<file path="src/design/monitor_res_regs.svh">
/*
  Constants of the monitoring resource server: resource identifiers,
  address field positions, defining values, fault codes and timing.
  Assumes inclusion by the design file only.
*/
`ifndef MONITOR_RES_REGS_SVH
`define MONITOR_RES_REGS_SVH

// ==========================================================
// Resource identifiers and address fields
`define RID_MAX_SPEED      10'h0c6
`define RID_CUR_SPEED      10'h0c7
`define RID_ACCEL_LIMIT    10'h0c8
`define RID_LIFETIME       10'h0cb
`define RID_FAULT_LOG      10'h0cc
`define ADDR_OFFSET_BIT    13
`define ADDR_DATA_BIT      12
`define ADDR_LEN_HI        11
`define ADDR_LEN_LO        10

// ==========================================================
// Defining value indices and values
`define DEF_NAME           8'h00
`define DEF_SIZE           8'h01
`define DEF_READ_LEVEL     8'h02
`define DEF_WRITE_LEVEL    8'h03
`define DEF_OVERRUN        8'h04
`define DEF_TYPE           8'h05
`define DEF_MANDATORY      8'h06
`define READ_LEVEL         8'h00
`define WRITE_LEVEL        8'h0f
`define TYPE_U16           8'h04
`define TYPE_U32           8'h05
`define TYPE_STRUCT        8'h20
`define SIZE_U16           8'h02
`define SIZE_LIFE_STD      8'h08
`define SIZE_LIFE_SAFE     8'h0c
`define SIZE_LOG_ENTRY     8'h10
`define MANDATORY_NO       8'h00

// ==========================================================
// Lifetime offsets and fault log offsets
`define LIFE_OFF_OPER      16'h0000
`define LIFE_OFF_REVS      16'h0004
`define LIFE_OFF_REMAIN    16'h0008
`define LOG_HALF_FIRST     8'h00
`define LOG_HALF_SECOND    8'h01
`define LOG_DEPTH          16

// ==========================================================
// Fault codes (group 3 number 3, safety message 22)
`define FAULT_SPEED_RANGE  8'h33
`define FAULT_SAFETY_LIFE  8'h16

// ==========================================================
// Timing
`define CLK_PERIOD_NS      8
`define SECOND_NS          1000000000
`define SECOND_CYCLES      (`SECOND_NS / `CLK_PERIOD_NS)
`define SECONDS_PER_MINUTE 6'd60
`define SAVE_MINUTES       5'd20

`endif

</file>
<file path="src/design/monitor_res_pkg.sv">
/*
  Types of the monitoring resource server.
  Assumes the constants header sits beside it.
*/
package monitor_res_pkg;

  // Request sequencer states, one-hot
  typedef enum logic [1:0] {
    ST_IDLE = 2'b01,
    ST_BUSY = 2'b10
  } state_type;

  // One fault history entry, byte 15 at the top
  typedef logic [127:0] entry_type;

endpackage

</file>
<file path="src/design/encoder_monitor_resources.sv">
/*
  Monitoring resource server of a motor feedback encoder: answers
  parameter-channel requests for maximum speed, current speed,
  acceleration limit, lifetime counters and fault history, keeps the
  lifetime counters and the history. Assumes request fields are stable
  when the trigger pulses and an outside store saves nv_* on its strobe.
*/
`timescale 1ns/100ps
`include "monitor_res_regs.svh"

module encoder_monitor_resources #(
  parameter int          SECOND_CYCLES  = `SECOND_CYCLES,
  parameter bit          SAFETY_VARIANT = 1'b1,
  parameter logic [15:0] MAX_SPEED_RPM  = 16'h2ee0,
  parameter logic [15:0] ACCEL_LIMIT    = 16'h0064,
  parameter logic [31:0] TASK_LIFETIME  = 32'h0028_19a0,
  parameter logic [7:0]  TIME_OVERRUN   = 8'h0a,
  parameter logic [63:0] NAME_MAX_SPEED = "MAXSPEED",
  parameter logic [63:0] NAME_CUR_SPEED = "CURSPEED",
  parameter logic [63:0] NAME_ACCEL     = "ACCLIMIT",
  parameter logic [63:0] NAME_LIFE      = "LIFETIME",
  parameter logic [63:0] NAME_LOG       = "FAULTLOG"
) (
  // Clock and reset
  input  wire logic        clk,
  input  wire logic        sys_rst,
  // Parameter channel request
  input  wire logic [7:0]  param_resource_addr_high,
  input  wire logic [7:0]  param_resource_addr_low,
  input  wire logic [7:0]  param_offset_high,
  input  wire logic [7:0]  param_offset_low,
  input  wire logic        param_request_trigger,
  // Parameter channel answer
  output logic             request_complete_flag,
  output logic             request_refused,
  output logic [7:0]       param_data_byte_zero,
  output logic [7:0]       param_data_byte_one,
  output logic [7:0]       param_data_byte_two,
  output logic [7:0]       param_data_byte_three,
  output logic [7:0]       param_data_byte_four,
  output logic [7:0]       param_data_byte_five,
  output logic [7:0]       param_data_byte_six,
  output logic [7:0]       param_data_byte_seven,
  // Revolution ticks, and process values sampled into fault entries
  input  wire logic        rev_tick,
  input  wire logic [15:0] supply_mv,
  input  wire logic [15:0] tech_value,
  input  wire logic [15:0] temperature,
  // Fault sources
  input  wire logic        run_fault_valid,
  input  wire logic        link_fault_valid,
  input  wire logic [7:0]  fault_code_in,
  input  wire logic [7:0]  fault_extra_in,
  // Fault reports
  output logic             fault_valid,
  output logic [7:0]       fault_code,
  // Lifetime store
  output logic             nv_save_strobe,
  output logic [31:0]      nv_oper_minutes,
  output logic [31:0]      nv_revolutions,
  output logic [31:0]      nv_remaining
);

  // ==========================================================
  // Declarations
  monitor_res_pkg::state_type state_q;
  monitor_res_pkg::entry_type log_q [`LOG_DEPTH];
  monitor_res_pkg::entry_type new_entry;
  logic [15:0] addr_q;
  logic [15:0] offset_q;
  logic [63:0] buf_q;
  logic [63:0] resp_d;
  logic        refuse_d;
  logic        flag_q;
  logic        refused_q;
  logic [31:0] sec_cnt_q;
  logic        sec_tick;
  logic [5:0]  sec_of_min_q;
  logic        min_tick;
  logic [4:0]  min_of_save_q;
  logic [15:0] tick_cnt_q;
  logic [15:0] speed_q;
  logic [21:0] speed_calc;
  logic [15:0] speed_meas;
  logic        over_q;
  logic [31:0] oper_q;
  logic [31:0] revs_q;
  logic [31:0] remain_q;
  logic        fault_valid_q;
  logic [7:0]  fault_code_q;
  logic        save_q;
  logic [31:0] nv_oper_q;
  logic [31:0] nv_revs_q;
  logic [31:0] nv_remain_q;
  logic [3:0]  head_q;
  logic [4:0]  count_q;
  logic        log_we;
  logic [7:0]  log_code;
  logic        speed_over;
  logic        life_out;
  logic [3:0]  rd_idx;
  logic [9:0]  resource_identifier;

  assign resource_identifier = addr_q[9:0];

  // ==========================================================
  // Request sequencer: capture, then answer one cycle later
  always_ff @(posedge clk) begin
    if (sys_rst) begin
      state_q  <= monitor_res_pkg::ST_IDLE;
      addr_q   <= 16'h0000;
      offset_q <= 16'h0000;
    end else begin
      unique case (state_q)
        monitor_res_pkg::ST_IDLE: begin
          if (param_request_trigger) begin
            addr_q   <= {param_resource_addr_high, param_resource_addr_low};
            offset_q <= {param_offset_high, param_offset_low};
            state_q  <= monitor_res_pkg::ST_BUSY;
          end
        end
        monitor_res_pkg::ST_BUSY: begin
          state_q <= monitor_res_pkg::ST_IDLE;
        end
      endcase
    end
  end

  // Completion flag and data buffer
  always_ff @(posedge clk) begin
    if (sys_rst) begin
      flag_q    <= 1'b0;
      refused_q <= 1'b0;
      buf_q     <= 64'h0;
    end else if (param_request_trigger && state_q == monitor_res_pkg::ST_IDLE) begin
      flag_q <= 1'b0;
    end else if (state_q == monitor_res_pkg::ST_BUSY) begin
      flag_q    <= 1'b1;
      refused_q <= refuse_d;
      buf_q     <= resp_d;
    end
  end

  // ==========================================================
  // Answer builder
  function automatic logic [63:0] def_value(input logic [7:0] idx,
                                            input logic [63:0] name,
                                            input logic [7:0] size,
                                            input logic [7:0] dtype);
    logic [63:0] v;
    v = 64'h0;
    unique case (idx)
      `DEF_NAME:        v = name;
      `DEF_SIZE:        v[7:0] = size;
      `DEF_READ_LEVEL:  v[7:0] = `READ_LEVEL;
      `DEF_WRITE_LEVEL: v[7:0] = `WRITE_LEVEL;
      `DEF_OVERRUN:     v[7:0] = TIME_OVERRUN;
      `DEF_TYPE:        v[7:0] = dtype;
      default:          v[7:0] = `MANDATORY_NO;
    endcase
    return v;
  endfunction

  assign rd_idx = head_q - offset_q[3:0];

  always_comb begin
    resp_d   = 64'h0;
    refuse_d = 1'b0;
    if (!addr_q[`ADDR_DATA_BIT]) begin
      // Defining values of the selected resource
      unique case (resource_identifier)
        `RID_MAX_SPEED:   resp_d = def_value(offset_q[7:0], NAME_MAX_SPEED,
                                             `SIZE_U16, `TYPE_U16);
        `RID_CUR_SPEED:   resp_d = def_value(offset_q[7:0], NAME_CUR_SPEED,
                                             `SIZE_U16, `TYPE_U16);
        `RID_ACCEL_LIMIT: resp_d = def_value(offset_q[7:0], NAME_ACCEL,
                                             `SIZE_U16, `TYPE_U16);
        `RID_LIFETIME:    resp_d = def_value(offset_q[7:0], NAME_LIFE,
                                             SAFETY_VARIANT ? `SIZE_LIFE_SAFE
                                                            : `SIZE_LIFE_STD,
                                             `TYPE_U32);
        `RID_FAULT_LOG:   resp_d = def_value(offset_q[7:0], NAME_LOG,
                                             `SIZE_LOG_ENTRY, `TYPE_STRUCT);
        default:          refuse_d = 1'b1;
      endcase
      if (offset_q[15:8] != 8'h00 || offset_q[7:0] > `DEF_MANDATORY) begin
        refuse_d = 1'b1;
      end
    end else begin
      unique case (resource_identifier)
        `RID_MAX_SPEED: begin
          resp_d[15:0] = MAX_SPEED_RPM;
          refuse_d     = offset_q != 16'h0000;
        end
        `RID_CUR_SPEED: begin
          resp_d[15:0] = speed_q;
          refuse_d     = offset_q != 16'h0000;
        end
        `RID_ACCEL_LIMIT: begin
          resp_d[15:0] = ACCEL_LIMIT;
          refuse_d     = offset_q != 16'h0000;
        end
        `RID_LIFETIME: begin
          if (!addr_q[`ADDR_OFFSET_BIT] || offset_q == `LIFE_OFF_OPER) begin
            resp_d = {revs_q, oper_q};
          end else if (offset_q == `LIFE_OFF_REVS) begin
            resp_d[31:0] = revs_q;
          end else if (offset_q == `LIFE_OFF_REMAIN && SAFETY_VARIANT) begin
            resp_d[31:0] = remain_q;
          end else begin
            refuse_d = 1'b1;
          end
        end
        `RID_FAULT_LOG: begin
          if (offset_q == 16'h0000) begin
            resp_d[4:0] = count_q;
          end else if (offset_q[7:0] == 8'h00 || {3'b000, offset_q[7:0]} > {6'h00, count_q}
                       || offset_q[15:8] > `LOG_HALF_SECOND) begin
            refuse_d = 1'b1;
          end else if (offset_q[15:8] == `LOG_HALF_FIRST) begin
            resp_d = log_q[rd_idx][63:0];
          end else begin
            resp_d = log_q[rd_idx][127:64];
          end
        end
        default: refuse_d = 1'b1;
      endcase
      // Bytes beyond the requested length read as zero
      unique case (addr_q[`ADDR_LEN_HI:`ADDR_LEN_LO])
        2'b00:   resp_d = 64'h0;
        2'b01:   resp_d = {48'h0, resp_d[15:0]};
        2'b10:   resp_d = {32'h0, resp_d[31:0]};
        default: resp_d = resp_d;
      endcase
    end
  end

  // ==========================================================
  // One second and one minute timebase
  assign sec_tick = sec_cnt_q == 32'(SECOND_CYCLES - 1);
  assign min_tick = sec_tick && sec_of_min_q == `SECONDS_PER_MINUTE - 6'd1;

  always_ff @(posedge clk) begin
    if (sys_rst) begin
      sec_cnt_q    <= 32'h0;
      sec_of_min_q <= 6'h00;
    end else begin
      sec_cnt_q <= sec_tick ? 32'h0 : sec_cnt_q + 32'h1;
      if (sec_tick) begin
        sec_of_min_q <= min_tick ? 6'h00 : sec_of_min_q + 6'h01;
      end
    end
  end

  // ==========================================================
  // Speed from revolutions counted over one second
  assign speed_calc = 22'(tick_cnt_q + {15'h0, rev_tick}) * 22'd60;
  assign speed_meas = (speed_calc > 22'h00ffff) ? 16'hffff : speed_calc[15:0];
  assign speed_over = sec_tick && speed_meas > MAX_SPEED_RPM;

  always_ff @(posedge clk) begin
    if (sys_rst) begin
      tick_cnt_q <= 16'h0;
      speed_q    <= 16'h0;
      over_q     <= 1'b0;
    end else if (sec_tick) begin
      tick_cnt_q <= 16'h0;
      speed_q    <= speed_meas;
      over_q     <= speed_over;
    end else if (rev_tick && tick_cnt_q != 16'hffff) begin
      tick_cnt_q <= tick_cnt_q + 16'h1;
    end
  end

  // ==========================================================
  // Lifetime counters
  always_ff @(posedge clk) begin
    if (sys_rst) begin
      oper_q   <= 32'h0;
      revs_q   <= 32'h0;
      remain_q <= TASK_LIFETIME;
    end else begin
      if (sec_tick) begin
        revs_q <= revs_q + {16'h0, tick_cnt_q} + {31'h0, rev_tick};
      end
      if (min_tick) begin
        oper_q <= oper_q + 32'h1;
        if (remain_q != 32'h0) begin
          remain_q <= remain_q - 32'h1;
        end
      end
    end
  end

  // Save snapshot every twenty minutes
  always_ff @(posedge clk) begin
    if (sys_rst) begin
      min_of_save_q <= 5'h00;
      save_q        <= 1'b0;
      nv_oper_q     <= 32'h0;
      nv_revs_q     <= 32'h0;
      nv_remain_q   <= 32'h0;
    end else begin
      save_q <= 1'b0;
      if (min_tick) begin
        if (min_of_save_q == `SAVE_MINUTES - 5'd1) begin
          min_of_save_q <= 5'h00;
          save_q        <= 1'b1;
          // Snapshot holds the values the counters take at this same edge
          nv_oper_q     <= oper_q + 32'h1;
          nv_revs_q     <= revs_q + {16'h0, tick_cnt_q} + {31'h0, rev_tick};
          nv_remain_q   <= remain_q - {31'h0, remain_q != 32'h0};
        end else begin
          min_of_save_q <= min_of_save_q + 5'h01;
        end
      end
    end
  end

  // ==========================================================
  // Fault reports: speed beyond limit, exhausted lifetime each second
  assign life_out = SAFETY_VARIANT && remain_q == 32'h0;

  always_ff @(posedge clk) begin
    if (sys_rst) begin
      fault_valid_q <= 1'b0;
      fault_code_q  <= 8'h00;
    end else begin
      fault_valid_q <= 1'b0;
      if (sec_tick && life_out) begin
        fault_valid_q <= 1'b1;
        fault_code_q  <= `FAULT_SAFETY_LIFE;
      end else if (speed_over) begin
        fault_valid_q <= 1'b1;
        fault_code_q  <= `FAULT_SPEED_RANGE;
      end
    end
  end

  // ==========================================================
  // Fault history ring
  always_comb begin
    log_we   = 1'b1;
    log_code = fault_code_in;
    if (link_fault_valid || run_fault_valid) begin
      log_code = fault_code_in;
    end else if (speed_over && !over_q) begin
      log_code = `FAULT_SPEED_RANGE;
    end else begin
      log_we = 1'b0;
    end
  end

  assign new_entry = {log_code, fault_extra_in, 16'h0000, speed_q, supply_mv,
                      tech_value, temperature, oper_q};

  always_ff @(posedge clk) begin
    if (sys_rst) begin
      head_q  <= 4'h0;
      count_q <= 5'h00;
    end else if (log_we) begin
      head_q <= head_q + 4'h1;
      if (count_q != 5'(`LOG_DEPTH)) begin
        count_q <= count_q + 5'h01;
      end
    end
  end

  // Entry storage, oldest slot reused when full
  for (genvar i = 0; i < `LOG_DEPTH; i++) begin : g_log
    always_ff @(posedge clk) begin
      if (log_we && head_q == 4'(i)) begin
        log_q[i] <= new_entry;
      end
    end
  end

  // ==========================================================
  // Outputs
  assign request_complete_flag = flag_q;
  assign request_refused       = refused_q;
  assign param_data_byte_zero  = buf_q[7:0];
  assign param_data_byte_one   = buf_q[15:8];
  assign param_data_byte_two   = buf_q[23:16];
  assign param_data_byte_three = buf_q[31:24];
  assign param_data_byte_four  = buf_q[39:32];
  assign param_data_byte_five  = buf_q[47:40];
  assign param_data_byte_six   = buf_q[55:48];
  assign param_data_byte_seven = buf_q[63:56];
  assign fault_valid           = fault_valid_q;
  assign fault_code            = fault_code_q;
  assign nv_save_strobe        = save_q;
  assign nv_oper_minutes       = nv_oper_q;
  assign nv_revolutions        = nv_revs_q;
  assign nv_remaining          = nv_remain_q;
endmodule // encoder_monitor_resources

</file>
<file path="config.mk">
export PLATFORM = sky130hd
export DESIGN_NAME = encoder_monitor_resources
export DESIGN_NICKNAME = d
export VERILOG_FILES = /design/src/design/monitor_res_pkg.sv /design/src/design/encoder_monitor_resources.sv
export VERILOG_INCLUDE_DIRS = /design/src /design/src/design
export SDC_FILE = /design/constraint.sdc
export NUM_CORES = 2
export LEC_CHECK = 0
export ABC_AREA = 0
export BUFFER_PORTS_ARGS = -buffer_cell sky130_fd_sc_hd__buf_2
export CAP_MARGIN = 20
export CELL_PAD_IN_SITES_DETAIL_PLACEMENT = 0
export CELL_PAD_IN_SITES_GLOBAL_PLACEMENT = 1
export CORE_MARGIN = 4
export CORE_UTILIZATION = 55
export CTS_BUF_LIST = sky130_fd_sc_hd__clkbuf_2 sky130_fd_sc_hd__clkbuf_4 sky130_fd_sc_hd__clkbuf_8
export CTS_CLUSTER_DIAMETER = 120
export DETAILED_ROUTE_END_ITERATION = 10
export GPL_ROUTABILITY_DRIVEN = 0
export GPL_TIMING_DRIVEN = 0
export PLACE_DENSITY = 0.82
export REMOVE_ABC_BUFFERS = 1
export SYNTH_ARGS = -nofsm -noshare
export SYNTH_HDL_FRONTEND = slang
export SYNTH_SLANG_ARGS = --single-unit
</file>
<file path="constraint.sdc">
create_clock -name clk -period 18.3 [get_ports clk]
set_input_delay 0 -clock clk [delete_from_list [all_inputs] [get_ports clk]]
set_output_delay 0 -clock clk [all_outputs]
set_load 0.02 [all_outputs]
</file>
==> metrics.csv <==
stage,metric,value,unit
run_status,outcome,"complete, no violations",
synthesis,async_flop_share,0,%
clock_network,cts.sinks,2155,
power_and_ir_drop,p_leak,35.7,nW
critical_path,crit_type,flip-flop to flip-flop,
job,cap_violations,0,
global_routing,track_usage,30.1,%
critical_path,path_max_fanout,19,
cells_and_area,n_fill_cell,10900,
clock_network,htree_levels,5,
synthesis,synth_cells,5743,
die,io_pins,274,
power_and_ir_drop,peakVddDrop,0.0976,mV
sta,period_minus_slack,7980,ps
sta,drv_slew,0,
place,io_buffers,268,
cells_and_area,layout_common_cells,"edfxtp_1, nand2_1, mux4_2",
place,place_inst,7974,
sta,timing.fmax,125,MHz
sta,fin_crit_sh,43.6,%
route,wl_per_cell,28.8,um
critical_path,cp-end-kind,flip-flop,
global_routing,grt_pass1_wl,368000,um
clock_network,clock-root-buffer,clkbuf_8,
clock_network,cts.clk_slew.worst_paths,70,ps
synthesis,ys.flop_type,edfxtp_1,
min_path,hp-class,input port to flip-flop,
power_and_ir_drop,power,11.0,mW
clock_network,ctsResizeCount,0,
synthesis,yosys_warnings,0,
die,chipWidth,409,um
sta,clock_skew,60.1,ps
clock_network,cts_buffers,352,
route,first_iter_violations,7703,
route,ant_nets,0,
place,dp_hpwl,158000,um
critical_path,cp.arrival,8610,ps
cells_and_area,final_common_cell,edfxtp_1,
die,dieArea,167000,um^2
synthesis,synth_top_area_share,60.3,%
clock_network,clk_latency,990,ps
critical_path,cp.required,18930,ps
die,coreArea,159000,um^2
cells_and_area,syn2layout_area_growth,17.9,%
die,rows,146,
sta,relSlewSlack,18.9,%
sta,timing_hold_violations_final,0,
cells_and_area,drive_gt1_share,22.8,%
synthesis,ys_seq_elements,2155,
global_routing,grt_pass1_vias,54800,
sta,rsz0062_at_grt,no,
synthesis,synth_seq_area_share,68.9,%
sta,worst_slew_pin_slew,1210,ps
synthesis,syn-cell-area,88400,um^2
route,dr.pass1.iters,7,
global_routing,antenna_found_initial,15,
route,vias,56000,
synthesis,yosysUniqueCellTypes,97,
clock_network,clk_path_buf_depth,4,
die,die_h,409,um
route,drt-vias-per-instance,6.33,
global_routing,grt-ovfl-total,0,
route,drc,0,
die,initial_core_util,55.6,%
synthesis,yosys.area.top_type,edfxtp_1,
clock_network,cts_tree,yes,
global_routing,grt_max_degree,140,
sta,finalSetupTns,0,ps
synthesis,avgSynthCellArea,15.4,um^2
critical_path,crit_path_start_kind,flip-flop,
cells_and_area,final_util,65.5,%
cells_and_area,stdcell_count,8851,
cells_and_area,nets,6623,
sta,setup_viol,0,
route,routed_wl,255000,um
power_and_ir_drop,power_density,105,nW/um^2
synthesis,synth_edf_count,1776,
cells_and_area,multi_input_area,26100,um^2
cells_and_area,regArea,60900,um^2
synthesis,synth.area.top_cells,"edfxtp_1, mux4_2, dfxtp_1",
-- logic make-up after synthesis --
kind of cell / synth area share, %
fa+ha+maj: 1.54
buf+inv: 1.95
xor+xnor: 2.21
flops: 68.9
other cells: 0.00424
mux: 11.7
compound gates: 5.22
simple gates: 8.46
-- per-layer routing --
layer / up-vias / global-route usage (%) / share of wire [%] / wire length (um)
li1: 23600 / - / - / -
met1: 28200 / 41.4 / 38 / 96100
met2: 3529 / 45.8 / 46 / 117000
met3: 636 / 8.65 / 13 / 31900
met4: 6 / 11.5 / 4.0 / 10100
met5: - / 0 / 0.013 / 34
-- power by group --
group	switching, mW	internal (mW)
combinational	0.806	0.598
sequential	0.0275	5.36
clock	1.86	2.32
total	2.69	8.28
-- final timing paths --
check	startpoint	endpoint	slack (ps)	depth (start not counted)
setup / recovery	tick_cnt_q[2]	log_q[15][48]	10320	23
hold / removal	fault_code_in[5]	log_q[10][109]	80	3
setup reg to reg	tick_cnt_q[2]	log_q[15][48]	10320	23
hold reg to reg	nv_revolutions[5]	nv_revolutions[5]	450	2
-- cells in the mapped netlist (all sizes together), types with 17 or more instances --
cell       n
inv       77
a21oi    225
and3      64
clkbuf   257
buf       95
nand2    688
nor2     309
mux2i     26
fa        25
a211oi    98
dfxtp    379
mux4     446
nand3    292
or3       53
nor3      56
ha        67
and2      21
nor4      27
a221o     21
edfxtp  1776
xnor2     85
a31oi     35
nand4     27
o21ai    184
nor2b     23
xor2     138
a311oi    17
-- worst max-delay path, stage by stage, from the launching register on --
cell and delay [ps]:
dfxtp_1 500, and3_1 290, and3_1 300, nand3_1 210
nor2_1 180, xor2_1 610, inv_1 130, fa_1 500
inv_1 50, fa_1 420, ha_1 420, a21oi_2 280
nand3_1 150, o21ai_0 180, o2111a_1 220, a211o_1 100
nor4_1 80, buf_2 190, a311oi_1 880, o21ai_2 290
nor2b_4 810, buf_12 300, buf_12 230, buf_12 230
-- sequential cells by signal, indices dropped and copies added, names as in the netlist --
register	count
tick_cnt_q	16
over_q	1
head_q	4
nv_revolutions	32
nv_oper_minutes	32
nv_save_strobe	1
log_q	1776
speed_q	15
revs_q	32
offset_q	16
state_q	2
oper_q	32
min_of_save_q	5
addr_q	14
request_complete_flag	1
buf_q	64
request_refused	1
sec_cnt_q	32
nv_remaining	32
fault_valid	1
sec_of_min_q	6
count_q	5
remain_q	32
fault_code	3
-- cell type report --
class | instances | share of cell area (%)
antenna | 11 | 0.0264
clock buffer | 503 | 5.92
clock inverter | 116 | 0.779
inverter | 78 | 0.281
multi-input combinational | 3160 | 25.0
sequential | 2155 | 58.4
tap | 2146 | 2.58
timing repair buffer | 682 | 6.96
-- per-stage QoR --
step | area [um^2] | hold WS, ps | setup slack (ps)
finish | 104000 | 76.6 | 10320
CTS | 104000 | 9.34 | 10500
global route | 104000 | 63.1 | 9950
floorplan | 87000 | 69.1 | -870
detailed placement | 94800 | 250 | 10570
global placement | 91000 | 247 | -10230
-- repair_timing --
action / in CTS / in global routing
hold buffers: 245 / 0
hold endpoints to repair: 1318 / 0
buffers inserted: 0 / 0
Power figures use the tool's default switching activity.
